==> src/verilog/mdx_pkg.sv <==
// package: memory map ranges, vector addresses and priority constants
package mdx_pkg;
	localparam int ADDR_W = 24;
	localparam int NSRC = 29;
	localparam int LVL_W = 2;
	// region one-hot positions
	localparam int REG_ROM = 0;
	localparam int REG_RAM = 1;
	localparam int REG_IO = 2;
	localparam int REG_DISP = 3;
	localparam int REG_FONT = 4;
	localparam int REG_EXT = 5;
	localparam int NREG = 6;
	// address ranges
	localparam logic [23:0] ROM_LO = 24'h000000;
	localparam logic [23:0] ROM_HI = 24'h00bfff;
	localparam logic [23:0] RAM_LO = 24'h00d800;
	localparam logic [23:0] RAM_HI = 24'h00f7ff;
	localparam logic [23:0] IO_LO = 24'h00ff00;
	localparam logic [23:0] IO_HI = 24'h00ffff;
	localparam logic [23:0] FONT_LO = 24'h010000;
	localparam logic [23:0] FONT_HI = 24'h03ffff;
	localparam logic [15:0] DISP_PAGE = 16'h00f0;
	localparam logic [3:0] DISP_X_LO = 4'h8;
	localparam logic [3:0] DISP_X_HI = 4'hd;
	localparam logic [7:0] DISP_OFF_HI = 8'h4f;
	// vectors
	localparam logic [23:0] VEC_LO = 24'h000000;
	localparam logic [23:0] VEC_HI = 24'h00003b;
	localparam logic [23:0] VEC_RSV0 = 24'h000026;
	localparam logic [23:0] VEC_RSV1 = 24'h00003c;
	localparam logic [23:0] SWI_LO = 24'h00003e;
	localparam logic [23:0] SWI_HI = 24'h0000ff;
	localparam logic [7:0] VEC_STEP = 8'h02;
	// source index of first timer and serial slots (index*2 = vector below index 19, index*2+2 from 19 on)
	localparam int SRC_RESET = 0;
	localparam int SRC_TIMER0 = 11;
	localparam int SRC_SERIAL = 20;
	// 512K regions supported by the core
	localparam int REGION_W = 19;
	localparam int NREGION = 4;
endpackage : mdx_pkg

==> src/verilog/mdx_prio_arb.sv <==
// fixed-order arbiter within the highest programmed priority level
`timescale 1ns/100ps
module mdx_prio_arb #(
	parameter int N = 29,
	parameter int LW = 2
) (
	input wire logic [N-1:0] req, // pending sources, bit 0 highest
	input wire logic [N*LW-1:0] lvl, // programmed level per source
	output logic any, // some source pending
	output logic [$clog2(N)-1:0] idx // winning source index
);
	initial begin
		if (N < 2 || LW < 1) $error("mdx_prio_arb: bad parameters");
	end

	always_comb begin
		logic [LW-1:0] best;
		logic found;
		best = '0;
		found = 1'b0;
		idx = '0;
		// higher level wins; ties go to lower index
		for (int i = 0; i < N; i++) begin
			if (req[i] && (!found || lvl[i*LW +: LW] > best)) begin
				found = 1'b1;
				best = lvl[i*LW +: LW];
				idx = i[$clog2(N)-1:0];
			end
		end
		any = found;
	end
endmodule : mdx_prio_arb

==> src/verilog/mdx_decode.sv <==
// memory map decoder and exception vector unit
`timescale 1ns/100ps
module mdx_decode #(
	parameter int NSRC = mdx_pkg::NSRC,
	parameter int LVL_W = mdx_pkg::LVL_W
) (
	input wire logic clk, // cpu clock
	input wire logic rstn, // synchronous reset, active low
	input wire logic chip_mode_pin, // high keeps internal rom
	input wire logic [23:0] cpu_addr, // physical address
	input wire logic cpu_req, // access strobe
	input wire logic [NSRC-1:0] exc_req, // exception requests, bit 0 reset
	input wire logic [NSRC*LVL_W-1:0] exc_lvl, // programmed levels
	input wire logic exc_ack, // cpu starts servicing the pending vector
	input wire logic swi_req, // software interrupt request
	input wire logic [7:0] swi_vec, // software vector address low byte
	output logic [mdx_pkg::NREG-1:0] region_sel, // one-hot region select
	output logic [1:0] region_num, // 512K region of the access
	output logic rom_mapped, // latched chip mode
	output logic vec_valid, // vector address pending
	output logic [23:0] vec_addr, // vector address of winner
	output logic vec_push, // push flags and pc first
	output logic vec_rsv_err, // reserved slot or bad swi vector
	output logic custom_condition_flag // never driven high
);
	initial begin
		if (NSRC != mdx_pkg::NSRC || LVL_W < 1) $error("mdx_decode: bad parameters");
	end

	// ----------------------------------------------------------------
	// chip mode capture
	// ----------------------------------------------------------------
	// caught on the first clock after release so reset never loads a pin
	logic in_reset;
	always_ff @(posedge clk) begin
		if (!rstn) begin
			in_reset <= 1'b1;
		end else begin
			in_reset <= 1'b0;
		end
	end

	always_ff @(posedge clk) begin
		if (!rstn) begin
			rom_mapped <= 1'b1;
		end else if (in_reset) begin
			rom_mapped <= chip_mode_pin;
		end
	end

	// ----------------------------------------------------------------
	// address decode
	// ----------------------------------------------------------------
	logic hit_rom, hit_ram, hit_io, hit_disp, hit_font;
	logic [mdx_pkg::NREG-1:0] next_region_sel;
	always_comb begin
		hit_rom = rom_mapped && cpu_addr <= mdx_pkg::ROM_HI;
		hit_ram = cpu_addr >= mdx_pkg::RAM_LO && cpu_addr <= mdx_pkg::RAM_HI;
		hit_io = cpu_addr >= mdx_pkg::IO_LO && cpu_addr <= mdx_pkg::IO_HI;
		hit_disp = cpu_addr[23:12] == mdx_pkg::DISP_PAGE[15:4]
			&& cpu_addr[11:8] >= mdx_pkg::DISP_X_LO && cpu_addr[11:8] <= mdx_pkg::DISP_X_HI
			&& cpu_addr[7:0] <= mdx_pkg::DISP_OFF_HI;
		hit_font = rom_mapped && cpu_addr >= mdx_pkg::FONT_LO && cpu_addr <= mdx_pkg::FONT_HI;
		next_region_sel = '0;
		if (cpu_req) begin
			// internal ranges first so overlapping external memory never answers
			if (hit_io) next_region_sel[mdx_pkg::REG_IO] = 1'b1;
			else if (hit_disp) next_region_sel[mdx_pkg::REG_DISP] = 1'b1;
			else if (hit_ram) next_region_sel[mdx_pkg::REG_RAM] = 1'b1;
			else if (hit_rom) next_region_sel[mdx_pkg::REG_ROM] = 1'b1;
			else if (hit_font) next_region_sel[mdx_pkg::REG_FONT] = 1'b1;
			else next_region_sel[mdx_pkg::REG_EXT] = 1'b1;
		end
	end

	always_ff @(posedge clk) begin
		if (!rstn) begin
			region_sel <= '0;
			region_num <= 2'h0;
		end else begin
			region_sel <= next_region_sel;
			region_num <= cpu_addr[mdx_pkg::REGION_W +: 2];
		end
	end

	// ----------------------------------------------------------------
	// exception priority and vector generation
	// ----------------------------------------------------------------
	logic arb_any;
	logic [$clog2(NSRC)-1:0] arb_idx;
	mdx_prio_arb #(.N(NSRC), .LW(LVL_W)) u_arb (
		.req(exc_req),
		.lvl(exc_lvl),
		.any(arb_any),
		.idx(arb_idx)
	);

	// table index i maps to vector i*2, or (i+1)*2 from index 19 on; timers, serial, stopwatch and clock
	// timer follow in table order, skipping the reserved slot 0x26 after index 18
	function automatic logic [23:0] src_vec(input logic [$clog2(NSRC)-1:0] i);
		logic [7:0] slot;
		slot = {3'h0, i};
		if (slot >= 8'(mdx_pkg::SRC_SERIAL - 1))
			slot = slot + 8'h01;
		return {16'h0000, slot * mdx_pkg::VEC_STEP};
	endfunction : src_vec

	logic swi_ok;
	always_comb begin
		swi_ok = !swi_vec[0] && {16'h0000, swi_vec} >= mdx_pkg::SWI_LO;
	end

	typedef enum logic [1:0] {
		MDX_IDLE = 2'b00,
		MDX_PEND = 2'b01
	} mdx_state_t;
	mdx_state_t state;

	always_ff @(posedge clk) begin
		if (!rstn) begin
			state <= MDX_IDLE;
			vec_valid <= 1'b0;
			vec_addr <= 24'h000000;
			vec_push <= 1'b0;
			vec_rsv_err <= 1'b0;
		end else begin
			case (state)
				MDX_IDLE: begin
					vec_rsv_err <= 1'b0;
					if (arb_any) begin
						state <= MDX_PEND;
						vec_valid <= 1'b1;
						vec_addr <= src_vec(arb_idx);
						vec_push <= arb_idx != mdx_pkg::SRC_RESET[$clog2(NSRC)-1:0];
					end else if (swi_req) begin
						// unranked: taken only when no hardware source waits
						if (swi_ok) begin
							state <= MDX_PEND;
							vec_valid <= 1'b1;
							vec_addr <= {16'h0000, swi_vec};
							vec_push <= 1'b1;
						end else begin
							vec_rsv_err <= 1'b1;
						end
					end
				end
				MDX_PEND: begin
					// cpu reads low byte at vec_addr, high byte at vec_addr+1
					if (exc_ack) begin
						state <= MDX_IDLE;
						vec_valid <= 1'b0;
						vec_push <= 1'b0;
					end
				end
				default: begin
					state <= MDX_IDLE;
					vec_valid <= 1'b0;
				end
			endcase
		end
	end

	always_ff @(posedge clk) begin
		custom_condition_flag <= 1'b0;
	end
endmodule : mdx_decode

==> config.mk <==
export PLATFORM = sky130hd
export DESIGN_NAME = mdx_decode
export DESIGN_NICKNAME = d
export VERILOG_FILES = /design/src/verilog/mdx_pkg.sv /design/src/verilog/mdx_prio_arb.sv /design/src/verilog/mdx_decode.sv
export SDC_FILE = /design/constraint.sdc
export NUM_CORES = 1
export LEC_CHECK = 0
export BUFFER_PORTS_ARGS = -buffer_cell sky130_fd_sc_hd__buf_2
export CAP_MARGIN = 40
export CORE_MARGIN = 5
export CORE_UTILIZATION = 40
export CTS_BUF_LIST = sky130_fd_sc_hd__clkbuf_8 sky130_fd_sc_hd__clkbuf_16
export CTS_CLUSTER_SIZE = 16
export DETAILED_ROUTE_END_ITERATION = 8
export GPL_TIMING_DRIVEN = 0
export PLACE_DENSITY = 0.71
export SLEW_MARGIN = 25
export SYNTH_ARGS = -nofsm -noshare
export SYNTH_HDL_FRONTEND = slang
export SYNTH_HIERARCHICAL = 1
export SYNTH_SLANG_ARGS = --single-unit
==> constraint.sdc <==
create_clock -name clk -period 59.3 [get_ports clk]
set_input_delay 11.86 -clock clk [delete_from_list [all_inputs] [get_ports clk]]
set_output_delay 11.86 -clock clk [all_outputs]
set_load 0.02 [all_outputs]
==> out/summary.txt <==
Switching share of power = 0.4957
Reg power frac = 0.088
DR pass1 iterations = 5
Pin count of the biggest net entering global routing = 13
Area Overhead vs Synth = 25.11%
Pleak = 2.384 nW
Post-route DRC violation count = 0
Crit. End Element = flip-flop
Worst slew margin = 0.4894
Total grt overflow = 0
Top cells by area, synth = dfxtp_1 (11%), ha_1 (11%), nor2_1 (5.9%)
Vias in the first global route = 4,217
Via count = 4,525
Synthesis-stage register bit count = 21
Setup Viol. Count Final = 0
Most used routing layer = met2
Main synth FF type = dfxtp_1
Vias/cell = 5.413
FMAX = 19.90 MHz
EDFF count, synth = 0
GPL Wtd Cong = 0.9302
RSZ-0062 raised after global routing = false
CTS Buffer Depth = 2
Starting density of the core = 0.4042
Post-synthesis async set-or-reset flop share = 0
Core ar. = 9639 um^2
Tmin final = 50,250 ps
Hold buffers post-CTS = 0
Final instance area = 4875 um^2
Fin util = 0.5057
Synth top area share = 0.1079
Synth cell count leaders = nor2_1 (61), nand2_1 (59), inv_1 (43)
Sequential fraction of the synthesis area = 0.1079
TNS Setup = 0 ps
Num rows = 36
Worst hold slack = 461.6 ps
Num Clock Sinks = 21
Met3 Usage GRT = 0.03552
Initial DRC count = 194
CTS tree = done
Drt wl/cell = 13.97 um
Top cell by count, worst path = nor2_1
Post-layout instance count excluding filler cells = 836
CP max stage delay = 630 ps
Port Buffer Count = 138
Nets = 861
Post-synth cell types = 90
Share of cells above drive strength 1 = 0.2977
Root Buffer Master = clkbuf_8
Reg clk slew, reported paths = 80 ps
Required time worst endpoint = 59,440 ps
Dpl ws = 8669 ps
Status = finished, final reports clean
Cts repair resizes = 0
I/O pins = 162
Crit path kind = in -> reg
Die X-Extent = 108.7 um
Hold WC Path Type = reg -> reg
Cell accounting for the most synthesized area = dfxtp_1
CTS buffer count = 3
Crit-path slowest cell = o311ai_0
Final Max Tran Viols = 0
DIE HEIGHT = 108.7 um
Hpwl dp = 10.16 mm
Max Clock Skew = 3.611 ps
Tot Pwr = 0.1984 mW
Startpoint type of the worst setup path = input port
Placed cell areas = 4813 um^2
Combinational Power Share = 0.866
Max-cap viol count = 0
# placed instances = 830
Top-count cell post-synth = nor2_1
Syn Area/Cell = 7.175 um^2
Setup Buffers After CTS = 0
Final WS setup = 9049 ps
Crit path DAT = 50,390 ps
Post-synthesis cell area = 3896 um^2
Cells after Synth = 543
Initial antenna violation count = 1
CP max FO = 9
Drt total wl = 11.68 mm
Area of the die = 11,810 um^2
IR drop worst, VDD = 0.02221 mV
M1 GR Usage = 0.2359
Slew @ Worst Pin = 756.4 ps
Power Internal = 0.1000 mW
Period Utilization, post-route = 0.8474
P per Cell Area = 40.70 nW/um^2
Yosys warnings = 6
Insertion delay to the later sink of the worst-skew pair = 260 ps
GRT Total Usage = 0.1857
Clock Power Share = 0.046
Net Sw Power = 0.09834 mW
Fin. Hold Viols = 0
Max H-tree Level = 1
Met2 Use GR = 0.3332
First-pass GRT wire length = 18.49 mm
Post-DRT Antenna Nets = 0
state kept, by name, summed over array words and instances, names as in the netlist:
signal,count
vec_addr,8
region_sel,6
region_num,2
in_reset,1
rom_mapped,1
vec_push,1
vec_rsv_err,1
vec_valid,1
layer usage:
metal / vias up / part of all wire
met5: - / 0.00060
met4: 2 / 0.0059
met3: 10 / 0.072
met2: 139 / 0.49
met1: 2053 / 0.43
li1: 2321 / -
power groups by stage:
| stage | Sequential (mW) | Combinational [mW] | Clock (mW) |
|---|---|---|---|
| 2_1_floorplan | 0.0197 | 0.135 | 0 |
| 3_3_place_gp | 0.0177 | 0.165 | 0 |
| 3_5_place_dp | 0.0177 | 0.170 | 0 |
| 4_1_cts | 0.0174 | 0.171 | 0.00937 |
| 5_1_grt | 0.0176 | 0.194 | 0.0102 |
| 6_report | 0.0174 | 0.172 | 0.00922 |
layout make-up:
cell class | count | area (um^2)
repair buffers | 139 | 703.2
multi-input cells | 468 | 3197
flip-flops and latches | 21 | 420.4
inverters | 43 | 161.4
fillers | 999 | 4765
well taps | 133 | 166.4
clock buffers | 3 | 41.29
clock inverters | 1 | 5.005
plain buffers | 27 | 177.7
diodes | 1 | 2.502
final timing paths:
kind / startpoint / to / slack [ps] / depth (start not counted)
worst min-delay path: in_reset$_DFF_P_ / rom_mapped$_SDFFE_PN1P_ / 460 / 1
worst max register to register: vec_valid$_SDFFE_PN0P_ / vec_addr[1]$_SDFFE_PN0P_ / 58150 / 4
worst min register to register: in_reset$_DFF_P_ / rom_mapped$_SDFFE_PN1P_ / 460 / 1
worst max-delay path: exc_req[0] / vec_addr[2]$_SDFFE_PN0P_ / 9050 / 176
cells in the final DEF (no fill, tap or decap), types with 12 or more instances in the layout:
| cell | netlist | final |
|---|---|---|
| buf_2 | 4 | 142 |
| nor2_1 | 61 | 61 |
| nand2_1 | 59 | 59 |
| inv_1 | 43 | 43 |
| ha_1 | 33 | 33 |
| o21ai_0 | 27 | 27 |
| dfxtp_1 | 21 | 21 |
| a21oi_1 | 18 | 18 |
| buf_4 | 17 | 17 |
| conb_1 | 1 | 17 |
| nand3_1 | 14 | 14 |
| nor3_1 | 13 | 13 |
| o211ai_1 | 12 | 12 |
worst max-delay path, delay by kind of cell:
family          cells  cell delay, ps
compound gates     66           14870
fa+ha+maj          37           11000
buf+inv             4             580
mux                11            4020
simple gates       58            7950
cell families (layout without fill, tap and decap cells):
kind of cell | after synthesis | in the layout | synth area share
AND/OR/NAND/NOR | 226 | 226 | 0.2970
AO/OA/AOI/OAI | 162 | 162 | 0.3202
buffers and inverters | 70 | 213 | 0.08702
adder cells (fa/ha/maj) | 41 | 41 | 0.1265
flip-flops | 21 | 21 | 0.1079
multiplexers | 19 | 19 | 0.05363
XOR/XNOR | 3 | 3 | 0.006745
other | 1 | 18 | 0.0009625
Note: power is estimated with default switching activity, not from simulation.
